[config.mk]
export PLATFORM = sky130hd
export DESIGN_NAME = osc_ctrl
export DESIGN_NICKNAME = d
export VERILOG_FILES = /design/src/pkg/osc_pkg.sv /design/src/hdl/osc_ctrl.sv /design/src/hdl/osc_sync.sv
export SDC_FILE = /design/constraint.sdc
export NUM_CORES = 1
export LEC_CHECK = 0
export ABC_CLOCK_PERIOD_IN_PS = 2500
export BUFFER_PORTS_ARGS = -buffer_cell sky130_fd_sc_hd__buf_2
export CAP_MARGIN = 10
export CORE_UTILIZATION = 40
export DETAILED_ROUTE_END_ITERATION = 16
export PLACE_DENSITY = 0.71
export SKIP_CTS_REPAIR_TIMING = 1
export SLEW_MARGIN = 20
export SYNTH_ARGS = -nofsm -noshare
export SYNTH_HDL_FRONTEND = slang
export SYNTH_SLANG_ARGS = --single-unit
[constraint.sdc]
create_clock -name pclk -period 2.5 [get_ports pclk]
set_input_delay 0.375 -clock pclk [delete_from_list [all_inputs] [get_ports pclk]]
set_output_delay 0.375 -clock pclk [all_outputs]
set_load 0.05 [all_outputs]
[src/pkg/osc_pkg.sv]
package osc_pkg;
    // register word indices; the byte address on the bus is the index times four
    localparam logic [7:0] OSC_IDX_TUNE_CTRL = 8'hAC;
    localparam logic [7:0] OSC_IDX_REQUEST = 8'hAD;
    localparam logic [7:0] OSC_IDX_CURRENT = 8'hAE;
    localparam logic [7:0] OSC_IDX_SWITCH = 8'hAF;
    localparam logic [7:0] OSC_IDX_TRIM = 8'hB0;
    localparam logic [7:0] OSC_IDX_FREQ = 8'hB1;
    localparam logic [7:0] OSC_IDX_STATUS = 8'hB2;
    // field positions
    localparam int OSC_SRC_LSB = 4;
    localparam int OSC_DIV_LSB = 0;
    localparam int OSC_HOLD_BIT = 7;
    localparam int OSC_SPWR_BIT = 6;
    localparam int OSC_DONE_BIT = 4;
    localparam int OSC_NRDY_BIT = 3;
    localparam int OSC_ATEN_BIT = 7;
    localparam int OSC_LOCK_BIT = 3;
    localparam int OSC_ORS_BIT = 1;
    // reset values and the highest legal frequency code
    localparam logic [3:0] OSC_DIV_RST = 4'h0;
    localparam logic [5:0] OSC_TRIM_RST = 6'h00;
    localparam logic [3:0] OSC_FREQ_RST = 4'h0;
    localparam logic [3:0] OSC_FREQ_MAX = 4'h8;
    // a source code is reserved when its reserved-mask bit is set (plain default)
    localparam logic [7:0] OSC_SRC_RSVD_MASK = 8'h48;
    // ready-status bit positions
    localparam int OSC_RDY_EXT = 7;
    localparam int OSC_RDY_HF = 6;
    localparam int OSC_RDY_MF = 5;
    localparam int OSC_RDY_LF = 4;
    localparam int OSC_RDY_SECONDARY_XTAL = 3;
    localparam int OSC_RDY_ADC = 2;
    localparam int OSC_RDY_PLL = 0;
    // switch sequencer states
    typedef enum logic [1:0] {OSC_IDLE, OSC_WAIT, OSC_READY} osc_sw_e;
endpackage : osc_pkg

[src/hdl/osc_ctrl.sv]
// Function
// - lock flag only when tuned within 1%
// - out-of-range flag follows trim range need
// - writable next_source in request bits 6:4
// - writable next_divider in request bits 3:0
// - reserved source code discards whole write
// - request read-only when switching not allowed
// - next_source resets from configuration strap
// - current_source read-only in bits 6:4
// - current_divider read-only in bits 3:0
// - hold pauses switch once source ready
// - secondary power select drives crystal mode
// - switch_done when request equals current
// - new_source_ready only while pending and ready
// - unheld switch completes cycle after ready
// - freq_trim signed six bits, zero reset
// - frequency select codes above eight reserved
// - external ready only when enabled, ready
// - internal ready flags when enabled, ready
// - secondary and adc ready when enabled, ready
// - pll ready when enabled, sourced, locked
// - auto tune owns trim, ignores writes
// - tune irq on lock or range change
//
// The APB interface to the registers is this design's own decision.
`timescale 1ns/100ps
`default_nettype none
module osc_ctrl
    import osc_pkg::*;
(
    input wire logic pclk,
    input wire logic presetn,
    // apb slave
    input wire logic psel,
    input wire logic penable,
    input wire logic pwrite,
    input wire logic [11:0] paddr,
    input wire logic [31:0] pwdata,
    input wire logic [3:0] pstrb,
    output logic [31:0] prdata,
    output logic pready,
    output logic pslverr,
    // configuration straps, stable while running
    input wire logic [2:0] reset_source_cfg,
    input wire logic clock_switch_allow,
    // raw oscillator status (asynchronous)
    input wire logic [7:0] osc_ready_raw,
    input wire logic [7:0] osc_enabled_raw,
    input wire logic pll_source_ready_raw,
    input wire logic pll_locked_raw,
    // auto tuner results (asynchronous)
    input wire logic tuner_locked_raw,
    input wire logic tuner_out_of_range_raw,
    input wire logic tuner_update,
    input wire logic [5:0] tuner_trim,
    // clock mux control
    output logic [2:0] clk_source_sel,
    output logic [3:0] clk_divider_sel,
    output logic secondary_power_sel,
    output logic [5:0] freq_trim,
    output logic [3:0] hf_freq_select,
    output logic auto_tune_irq_flag
);
    // reserved source code test, used on software writes to the request
    function automatic logic src_reserved(input logic [2:0] s);
        src_reserved = OSC_SRC_RSVD_MASK[s];
    endfunction : src_reserved

    logic [17:0] sync_in; // packed raw inputs
    logic [17:0] sync_q; // synchronised copy
    logic [7:0] rdy_s;
    logic [7:0] en_s;
    logic pll_src_s;
    logic pll_lock_s;
    logic [1:0] tune_s; // lock, range after sync
    assign sync_in = {osc_ready_raw, osc_enabled_raw, pll_source_ready_raw, pll_locked_raw};
    osc_sync #(.W(18)) u_sync (
        .pclk(pclk),
        .presetn(presetn),
        .async_in(sync_in),
        .sync_out(sync_q)
    );
    assign {rdy_s, en_s, pll_src_s, pll_lock_s} = sync_q;

    logic [1:0] tune_m_q; // first stage of tuner status sync
    logic [1:0] tune_q; // second stage
    logic upd_m_q; // tuner update strobe sync
    logic upd_q;
    logic upd_prev_q;
    logic [5:0] trim_m_q; // tuner trim word, first stage
    logic [5:0] trim_s_q; // tuner trim word, second stage
    // tuner signals cross from the tuning clock
    always_ff @(posedge pclk or negedge presetn) begin
        if (!presetn) begin
            tune_m_q <= 2'h0;
            tune_q <= 2'h0;
            upd_m_q <= 1'b0;
            upd_q <= 1'b0;
            upd_prev_q <= 1'b0;
            trim_m_q <= 6'h00;
            trim_s_q <= 6'h00;
        end else begin
            tune_m_q <= {tuner_locked_raw, tuner_out_of_range_raw};
            tune_q <= tune_m_q;
            upd_m_q <= tuner_update;
            upd_q <= upd_m_q;
            upd_prev_q <= upd_q;
            trim_m_q <= tuner_trim;
            trim_s_q <= trim_m_q;
        end
    end
    assign tune_s = tune_q;

    // apb decode: one-wait-free access, address is index times four
    logic acc_wr;
    logic acc_rd;
    logic [7:0] widx;
    logic hit;
    assign acc_wr = psel && penable && pwrite && pstrb[0];
    assign acc_rd = psel && penable && !pwrite;
    assign widx = paddr[9:2];
    assign hit = (paddr[1:0] == 2'h0) && (paddr[11:10] == 2'h0) &&
                 (widx >= OSC_IDX_TUNE_CTRL) && (widx <= OSC_IDX_STATUS);

    logic strap_done_q; // straps captured after reset release
    logic [2:0] next_source_q;
    logic [3:0] next_divider_q;
    logic [2:0] cur_source_q;
    logic [3:0] cur_divider_q;
    logic switch_hold_q;
    logic spwr_q;
    logic [5:0] trim_q;
    logic [3:0] freq_q;
    logic aten_q;
    logic tune_upd_dis_q; // software update disable
    logic lock_q;
    logic ors_q;
    logic irq_q;
    osc_sw_e sw_q;
    logic pending;
    assign pending = (next_source_q != cur_source_q) || (next_divider_q != cur_divider_q);

    // request register; straps load after release, never under async reset
    always_ff @(posedge pclk or negedge presetn) begin
        if (!presetn) begin
            strap_done_q <= 1'b0;
            next_source_q <= 3'h0;
            next_divider_q <= OSC_DIV_RST;
        end else if (!strap_done_q) begin
            strap_done_q <= 1'b1;
            next_source_q <= reset_source_cfg;
        end else if (!clock_switch_allow) begin
            next_source_q <= reset_source_cfg;
            next_divider_q <= OSC_DIV_RST;
        end else if (acc_wr && widx == OSC_IDX_REQUEST) begin
            // a reserved source drops the divider too
            if (!src_reserved(pwdata[OSC_SRC_LSB +: 3])) begin
                next_source_q <= pwdata[OSC_SRC_LSB +: 3];
                next_divider_q <= pwdata[OSC_DIV_LSB +: 4];
            end
        end
    end

    // switch sequencer: wait for the target ready, optionally hold, then change over
    always_ff @(posedge pclk or negedge presetn) begin
        if (!presetn) begin
            sw_q <= OSC_IDLE;
            cur_source_q <= 3'h0;
            cur_divider_q <= OSC_DIV_RST;
        end else if (!strap_done_q) begin
            cur_source_q <= reset_source_cfg;
        end else begin
            case (sw_q)
                OSC_IDLE: begin
                    if (pending) begin
                        sw_q <= OSC_WAIT;
                    end
                end
                OSC_WAIT: begin
                    // readiness of the oscillator whose ready bit matches the code
                    if (!pending) begin
                        sw_q <= OSC_IDLE;
                    end else if (rdy_s[next_source_q]) begin
                        sw_q <= OSC_READY;
                    end
                end
                OSC_READY: begin
                    if (!pending || !rdy_s[next_source_q]) begin
                        sw_q <= pending ? OSC_WAIT : OSC_IDLE;
                    end else if (!switch_hold_q) begin
                        // one cycle after ready, then change over
                        cur_source_q <= next_source_q;
                        cur_divider_q <= next_divider_q;
                        sw_q <= OSC_IDLE;
                    end
                end
                default: sw_q <= OSC_IDLE;
            endcase
        end
    end

    // switch control register writable bits
    always_ff @(posedge pclk or negedge presetn) begin
        if (!presetn) begin
            switch_hold_q <= 1'b0;
            spwr_q <= 1'b0;
        end else if (acc_wr && widx == OSC_IDX_SWITCH) begin
            switch_hold_q <= pwdata[OSC_HOLD_BIT];
            spwr_q <= pwdata[OSC_SPWR_BIT];
        end
    end

    // frequency select; reserved codes are refused, value kept
    always_ff @(posedge pclk or negedge presetn) begin
        if (!presetn) begin
            freq_q <= OSC_FREQ_RST;
        end else if (acc_wr && widx == OSC_IDX_FREQ && pwdata[3:0] <= OSC_FREQ_MAX) begin
            freq_q <= pwdata[3:0];
        end
    end

    // tuning control bits
    always_ff @(posedge pclk or negedge presetn) begin
        if (!presetn) begin
            aten_q <= 1'b0;
            tune_upd_dis_q <= 1'b0;
        end else if (acc_wr && widx == OSC_IDX_TUNE_CTRL) begin
            aten_q <= pwdata[OSC_ATEN_BIT];
            tune_upd_dis_q <= pwdata[OSC_ATEN_BIT - 1];
        end
    end

    // trim: hardware owns it under auto tune, software otherwise
    always_ff @(posedge pclk or negedge presetn) begin
        if (!presetn) begin
            trim_q <= OSC_TRIM_RST;
        end else if (aten_q) begin
            // trim word runs through two flops beside its strobe, so both arrive together
            if (upd_q && !upd_prev_q && !tune_upd_dis_q) begin
                trim_q <= trim_s_q;
            end
        end else if (acc_wr && widx == OSC_IDX_TRIM && !tune_upd_dis_q) begin
            trim_q <= pwdata[5:0];
        end
    end

    // lock and range status; only meaningful while tuning is on
    always_ff @(posedge pclk or negedge presetn) begin
        if (!presetn) begin
            lock_q <= 1'b0;
            ors_q <= 1'b0;
        end else begin
            lock_q <= aten_q && tune_s[1];
            ors_q <= aten_q && tune_s[0];
        end
    end

    // tune event flag: hardware set beats a software clear in the same cycle
    always_ff @(posedge pclk or negedge presetn) begin
        if (!presetn) begin
            irq_q <= 1'b0;
        end else if (aten_q && ((tune_s[1] != lock_q) || (tune_s[0] != ors_q))) begin
            irq_q <= 1'b1;
        end else if (acc_wr && widx == OSC_IDX_TUNE_CTRL && pwdata[0]) begin
            irq_q <= 1'b0; // write one to bit 0 clears
        end
    end

    // status word: each flag needs enable and ready
    logic [7:0] status_w;
    always_comb begin
        status_w = 8'h00;
        status_w[OSC_RDY_EXT] = en_s[OSC_RDY_EXT] && rdy_s[OSC_RDY_EXT];
        status_w[OSC_RDY_HF] = en_s[OSC_RDY_HF] && rdy_s[OSC_RDY_HF];
        status_w[OSC_RDY_MF] = en_s[OSC_RDY_MF] && rdy_s[OSC_RDY_MF];
        status_w[OSC_RDY_LF] = en_s[OSC_RDY_LF] && rdy_s[OSC_RDY_LF];
        status_w[OSC_RDY_SECONDARY_XTAL] = en_s[OSC_RDY_SECONDARY_XTAL] && rdy_s[OSC_RDY_SECONDARY_XTAL];
        status_w[OSC_RDY_ADC] = en_s[OSC_RDY_ADC] && rdy_s[OSC_RDY_ADC];
        status_w[OSC_RDY_PLL] = en_s[OSC_RDY_PLL] && pll_src_s && pll_lock_s;
    end

    // read mux
    logic [7:0] rd_w;
    always_comb begin
        rd_w = 8'h00;
        case (widx)
            OSC_IDX_TUNE_CTRL: begin
                rd_w[OSC_ATEN_BIT] = aten_q;
                rd_w[OSC_ATEN_BIT - 1] = tune_upd_dis_q;
                rd_w[OSC_LOCK_BIT] = lock_q;
                rd_w[OSC_ORS_BIT] = ors_q;
                rd_w[0] = irq_q;
            end
            OSC_IDX_REQUEST: rd_w = {1'b0, next_source_q, next_divider_q};
            OSC_IDX_CURRENT: rd_w = {1'b0, cur_source_q, cur_divider_q};
            OSC_IDX_SWITCH: begin
                rd_w[OSC_HOLD_BIT] = switch_hold_q;
                rd_w[OSC_SPWR_BIT] = spwr_q;
                rd_w[OSC_DONE_BIT] = !pending;
                rd_w[OSC_NRDY_BIT] = pending && (sw_q == OSC_READY);
            end
            OSC_IDX_TRIM: rd_w = {2'h0, trim_q};
            OSC_IDX_FREQ: rd_w = {4'h0, freq_q};
            OSC_IDX_STATUS: rd_w = status_w;
            default: rd_w = 8'h00;
        endcase
    end

    // apb response registers: ready on the access cycle's setup edge
    always_ff @(posedge pclk or negedge presetn) begin
        if (!presetn) begin
            prdata <= 32'h0000_0000;
            pready <= 1'b0;
            pslverr <= 1'b0;
        end else begin
            pready <= psel && !penable;
            pslverr <= psel && !penable && !hit;
            prdata <= (psel && !penable && !pwrite && hit) ? {24'h00_0000, rd_w} : 32'h0000_0000;
        end
    end

    // clock mux outputs: source and divider follow the current selection, the rest their control registers
    always_ff @(posedge pclk or negedge presetn) begin
        if (!presetn) begin
            clk_source_sel <= 3'h0;
            clk_divider_sel <= OSC_DIV_RST;
            secondary_power_sel <= 1'b0;
            freq_trim <= OSC_TRIM_RST;
            hf_freq_select <= OSC_FREQ_RST;
            auto_tune_irq_flag <= 1'b0;
        end else begin
            clk_source_sel <= cur_source_q;
            clk_divider_sel <= cur_divider_q;
            secondary_power_sel <= spwr_q;
            freq_trim <= trim_q;
            hf_freq_select <= freq_q;
            auto_tune_irq_flag <= irq_q;
        end
    end
    logic unused_rd; // acc_rd kept for clarity of decode
    assign unused_rd = acc_rd;
endmodule : osc_ctrl
`default_nettype wire

[src/hdl/osc_sync.sv]
`timescale 1ns/100ps
`default_nettype none
// two-flop synchroniser bank for the asynchronous oscillator status inputs
module osc_sync #(
    parameter int W = 8
) (
    input wire logic pclk,
    input wire logic presetn,
    input wire logic [W-1:0] async_in,
    output logic [W-1:0] sync_out
);
    logic [W-1:0] meta_q; // first stage, read only by the second
    // shift through two stages
    always_ff @(posedge pclk or negedge presetn) begin
        if (!presetn) begin
            meta_q <= '0;
            sync_out <= '0;
        end else begin
            meta_q <= async_in;
            sync_out <= meta_q;
        end
    end
endmodule : osc_sync
`default_nettype wire

=== Word-level counts from Yosys, hierarchy flattened ===
Memories as Yosys holds them, arrays and structs flattened.
Cells that the tools add are included.

* Add/sub/neg operators: 0
* Multiply operators: 0
* Divide/modulo/power cells: 0
* $lt $le $gt $ge: 5
* Equal/unequal tests: 24
* Shifts and indexed selects: 0
* Multiplexer cells: 33
* Bitwise operators: 2
* Reduce and logical (&&, ||, !) cells: 53

{| class="wikitable"
|+ Operator list
! operator !! number
|-
| 8-bit == test (second input constant) || 7
|-
| 1-bit logical AND || 32
|-
| 3-bit two-way mux || 8
|-
| 6-bit two-way mux || 3
|-
| 4-bit two-way mux || 3
|-
| 2-bit case mux with 6 select lines || 1
|-
| 2-bit two-way mux || 5
|-
| 1-bit case mux with 5 select lines || 2
|-
| 2-bit case mux with 5 select lines || 1
|-
| 3-bit inequality test (second input constant) || 3
|-
| 8-bit greater-or-equal comparator (second input constant) || 1
|-
| 8-bit less-or-equal comparator (second input constant) || 1
|-
| 3-bit by 4-bit < comparator with 1-bit output (second input constant) || 2
|-
| 8-bit two-way mux || 1
|-
| 2-bit inequality test (second input constant) || 4
|-
| 4-bit AND reduction || 2
|-
| 1-bit logical NOT || 7
|-
| 1-bit case mux with 7 select lines || 1
|-
| 2-bit logical NOT || 3
|-
| 2-bit by 1-bit inequality test with 1-bit output (second input constant) || 3
|-
| 2-bit case mux with 3 select lines || 1
|-
| 3-bit AND reduction || 2
|-
| 1-bit two-way mux || 5
|-
| 4-bit less-or-equal comparator (second input constant) || 1
|-
| 12 further kinds || 18
|}

* Register bits: 118
* Latch bits: 0
* RAM bits: 0
* Memory bits (read-only): 8
* Bits of input ports: 84
* Output and inout bits: 53
* Memories kept: 1

{| class="wikitable"
|+ Memories
! name !! depth !! width !! rd ports !! clocked after memory_dff !! write ports !! RTL line !! RTL
|-
| (no name shown) || 8 || 1 || 1 || 0 || 0 || osc_ctrl.sv:66 || <nowiki>src_reserved = OSC_SRC_RSVD_MASK[s];</nowiki>
|}

=== Depth between registers and ports, before layout ===
* Depth in word-level cells: 7
* Depth in mapped cells: 7

=== Cells and area by module ===
A second synthesis with hierarchy kept.

* Cells, all modules: 314
* Area total of the unflattened synthesis: 4421.7 µm²

{| class="wikitable"
|+ By module, submodules not included
! module !! instances !! cells each !! area each (µm²) !! sequential area each (µm²)
|-
| osc_ctrl || 1 || 278 || 3520.9 || 2052.0
|-
| osc_sync || 1 || 36 || 900.9 || 900.9
|}

=== Worst setup path after synthesis ===
No wires, ideal clock.

* Path type: reg2reg
* From: reg next_source_q[0]
* To: reg cur_divider_q[0]
* Arrival: 1761 ps
* Required time: 2375 ps
* Slack: 614 ps
* Cell stages (with the launch flop): 8
* Path buffers: 2
* Cells stage by stage: dfrtp_1 > buf_6 > mux2i_1 > and3_1 > nor4_2 > and4_1 > buf_6 > mux2_4

* Longest elaborated chain between the ends: 6
* Elaborated cells on any way between the ends: 9

{| class="wikitable"
|+ Ends and longest elaborated chain
! what !! RTL line !! RTL
|-
| start, declared || osc_ctrl.sv:126 || <nowiki>logic [2:0] next_source_q;</nowiki>
|-
| start signal, assigned || osc_ctrl.sv:151 || <nowiki>next_source_q <= reset_source_cfg;</nowiki>
|-
| start signal, assigned || osc_ctrl.sv:153 || <nowiki>next_source_q <= reset_source_cfg;</nowiki>
|-
| start signal, assigned || osc_ctrl.sv:158 || <nowiki>next_source_q <= pwdata[OSC_SRC_LSB +: 3];</nowiki>
|-
| 1-bit binary-select mux with 3-bit select or 3-bit inequality test (tied branches) || osc_ctrl.sv:188, osc_ctrl.sv:141 ||
|-
| 1-bit two-way mux (not written as such) or 1-bit logical OR (tied branches) || osc_ctrl.sv:188, osc_ctrl.sv:141 ||
|-
| 1-bit logical NOT || osc_ctrl.sv:188 || <nowiki>if (!pending || !rdy_s[next_source_q]) begin</nowiki>
|-
| 1-bit logical OR * || osc_ctrl.sv:188 ||
|-
| 1-bit inverter (no source line) * || n/a ||
|-
| 4-bit AND reduction (no source line) * || n/a ||
|-
| end signal, assigned || osc_ctrl.sv:193 || <nowiki>cur_divider_q <= next_divider_q;</nowiki>
|-
| end, declared || osc_ctrl.sv:129 || <nowiki>logic [3:0] cur_divider_q;</nowiki>
|}

Every way passes the cells marked *; elsewhere a longest branch is shown, timed or not. The select of a mux whose other input is x is not followed.
A chain may end at the register's enable or synchronous reset.

=== Worst setup path in the final report ===
* From: reg next_source_q[0]
* To: reg cur_source_q[2]

* Longest elaborated chain between the ends: 6
* Elaborated cells on any way between the ends: 9

{| class="wikitable"
|+ Ends and longest elaborated chain
! what !! RTL line !! RTL
|-
| 1-bit binary-select mux with 3-bit select or 3-bit inequality test (tied branches) || osc_ctrl.sv:188, osc_ctrl.sv:141 ||
|-
| 1-bit two-way mux (not written as such) or 1-bit logical OR (tied branches) || osc_ctrl.sv:188, osc_ctrl.sv:141 ||
|-
| 1-bit logical NOT || osc_ctrl.sv:188 ||
|-
| 1-bit logical OR * || osc_ctrl.sv:188 ||
|-
| 2-bit inequality test (no source line) * || n/a ||
|-
| 3-bit AND reduction (no source line) * || n/a ||
|-
| end signal, assigned || osc_ctrl.sv:171 || <nowiki>cur_source_q <= reset_source_cfg;</nowiki>
|-
| end signal, assigned || osc_ctrl.sv:192 || <nowiki>cur_source_q <= next_source_q;</nowiki>
|-
| end, declared || osc_ctrl.sv:128 || <nowiki>logic [2:0] cur_source_q;</nowiki>
|}

Marked as above.

==> results_dict.tcl <==
set metrics [dict create \
    area_growth_pct 32.57 \
    rsz0062_at_grt "false" \
    start_kind "register" \
    final_cell_mix "dfrtp_1, buf_2, dlygate4sd3_1" \
    slew_headroom_pct 61.68 \
    crit_path_end_kind "register" \
    vias 2941 \
    rrSetupSlack_ps 260 \
    dieArea_um2 11630 \
    dp_hpwl_um 6311 \
    synthCells 320 \
    worst_ir_drop_vdd_mv 0.4055 \
    grt_pass1_vias 2936 \
    grt_overflow 0 \
    synth_area_um2 4479 \
    max_cap_viol_count 0 \
    postLayoutCellArea_um2 5938 \
    rows 38 \
    synth_seq_area_share_pct 64.80 \
    n_fill_cell 907 \
    required_ps 2900 \
    hold_viol_final 0 \
    cts_buffers 17 \
    layout.nets 529 \
    clk_latency_ps 520 \
    cp-endpoint "cur_source_q[2]" \
    drt_iter0_markers 163 \
    antenna_found_initial 0 \
    io_buffer_count 84 \
    dr.pass1.iters 4 \
    viasPerCell 4.918 \
    wl_um 9396 \
    cts.sinks 116 \
    p_leak_nw 2.862 \
    hold_depth 3 \
    clk_root_buffer_cell "clkbuf_8" \
    synth-seq-cells 116 \
    fin_crit_ps 2239 \
    drt.antenna.violating_nets 0 \
    tightest_slew_ps 574.8 \
    clock_path_buffers 2 \
    cts.clk_slew.worst_paths_ps 60 \
    multiInputGateArea_um2 1418 \
    die_h_um 107.8 \
    finalMaxSlewViolations 0 \
    core_area_um2 10890 \
    cellPowerDensity_nw_per_um2 883.3 \
    register_area_um2 2903 \
    place.gp.congestion 0.8032 \
    place_area_um2 4986 \
    grt_pass1_wl_um 14610 \
    r2r_end "cur_source_q[2]" \
    finClkSkew_ps 6.828 \
    avgSynthCellArea_um2 14.00 \
    layout_commonest_cell "dfrtp_1" \
    fmax_mhz 446.6 \
    setup_viol 0 \
    final_layout_size_suffix_gt1_share_pct 31.88 \
    r2r-start "next_source_q[0]" \
    synth.distinct_cells 50 \
    setup-tns-final_ps 0 \
    start_util_pct 41.14 \
    diodes 0 \
    grt.total_usage_pct 17.34 \
    startpoint "next_source_q[0]" \
    grt_max_degree 117 \
    die_w_um 107.8 \
    fin_crit_sh_pct 89.56 \
    critPathKind "reg -> reg" \
    yosysWarnings 0 \
    pin_count 137 \
    wl_per_cell_um 15.71 \
    critPathMaxFanout 9 \
    drc 0 \
    status "completed" \
    arrival_ps 2640 \
    r2r_cells 5 \
    hp-class "in -> reg" \
    htreeDepth 4 \
    cts_tree "yes" \
]
## state kept, by name, indices dropped and copies added, names as in the netlist, 6 cells and up
register and cells:
trim_q 6, trim_s_q 6, u_sync.meta_q 17, freq_trim 6, trim_m_q 6, prdata 8, u_sync.sync_out 17
## worst min-delay path by stage
stage / slack [ps] / end / startpoint
floorplan: 80 / aten_q / presetn
global placement: 330 / trim_s_q[5] / trim_m_q[5]
detailed placement: 330 / trim_s_q[1] / trim_m_q[1]
CTS: -70 / u_sync.meta_q[13] / osc_ready_raw[3]
global route: 90 / next_source_q[1] / reset_source_cfg[1]
finish: 90 / next_source_q[1] / reset_source_cfg[1]
## worst max-delay path, stage by stage (launching register included)
cell and delay [ps]:
dfrtp_1 560, mux2i_1 140, and3_1 200, nor4_2 420, and4_2 470, mux2_4 320
## final cells by class
class                      instances  share of cell area [%]
tap                              140                   2.950
clock inverter                    12                   3.793
timing repair buffer             117                   12.64
inverter                           3                  0.1896
sequential                       116                   48.88
multi-input combinational        190                   23.87
clock buffer                      20                   7.670
## synthesized netlist by cell type, drive strengths merged
library cell,n,area (um2)
or2,1,6.260
o2111a,1,11.26
nor2,14,52.55
buf,29,216.5
dfrtp,116,2903
o31ai,1,7.510
mux2,33,401.6
nand4b,1,8.760
clkbuf,5,18.77
a32oi,3,26.28
a22oi,5,37.54
mux2i,10,100.1
nand3,9,45.04
o21ai,9,45.04
inv,3,11.26
mux4,1,22.52
nand2b,1,6.260
or3,1,6.260
o211ai,1,7.510
nor4,5,43.79
a21o,4,30.03
xnor2,5,43.79
o22a,1,8.760
o2bb2ai,1,8.760
xor2,5,43.79
nor2b,3,18.77
nor4b,2,38.78
nand2,16,60.06
and2,4,25.02
and3,2,12.51
nand4,3,18.77
and4,2,17.52
nand3b,2,15.01
conb,2,7.510
a2111oi,2,18.77
a31oi,2,12.51
nor3b,3,22.52
a21oi,2,10.01
nor3,1,10.01
a22o,8,70.07
a211o,1,8.760
## kinds of logic after synthesis
family	Yosys count	synth area share, %
AO/OA/AOI/OAI	41	6.760
multiplexers	44	11.70
buffers and inverters	37	5.503
flip-flops	116	64.80
XOR/XNOR	10	1.955
other	2	0.1677
AND/OR/NAND/NOR	70	9.106
## metrics by stage
stage / utilization (%) / cells / setup WS, ps / hold WS, ps / power, mW
after floorplan: - / 343 / 614.1 / 79.41 / 2.382
after global placement: 45.79 / 539 / 277.8 / 332.4 / 2.501
after detailed placement: 45.79 / 539 / 196.1 / 334.7 / 2.518
after CTS: 52.05 / 571 / 164.5 / -72.41 / 5.265
after global routing: 54.54 / 598 / 92.53 / 86.63 / 5.424
final: 54.54 / 598 / 261.1 / 90.33 / 5.245
## report_power, final
group          leakage (nW)  switching [mW]  internal, mW
combinational          1.10           0.305         0.172
clock                 0.323           0.825          1.90
sequential             1.44          0.0683          1.98
## routing by layer
metal  GRT usage [%]  vias up  wire length (um)
met5               0        -                 0
met4           9.687        0               306
met3           5.932       29               498
met2           27.98      107              4728
met1           20.18     1465              3863
li1                -     1340                 -
Note: power is estimated with default switching activity, not from simulation.
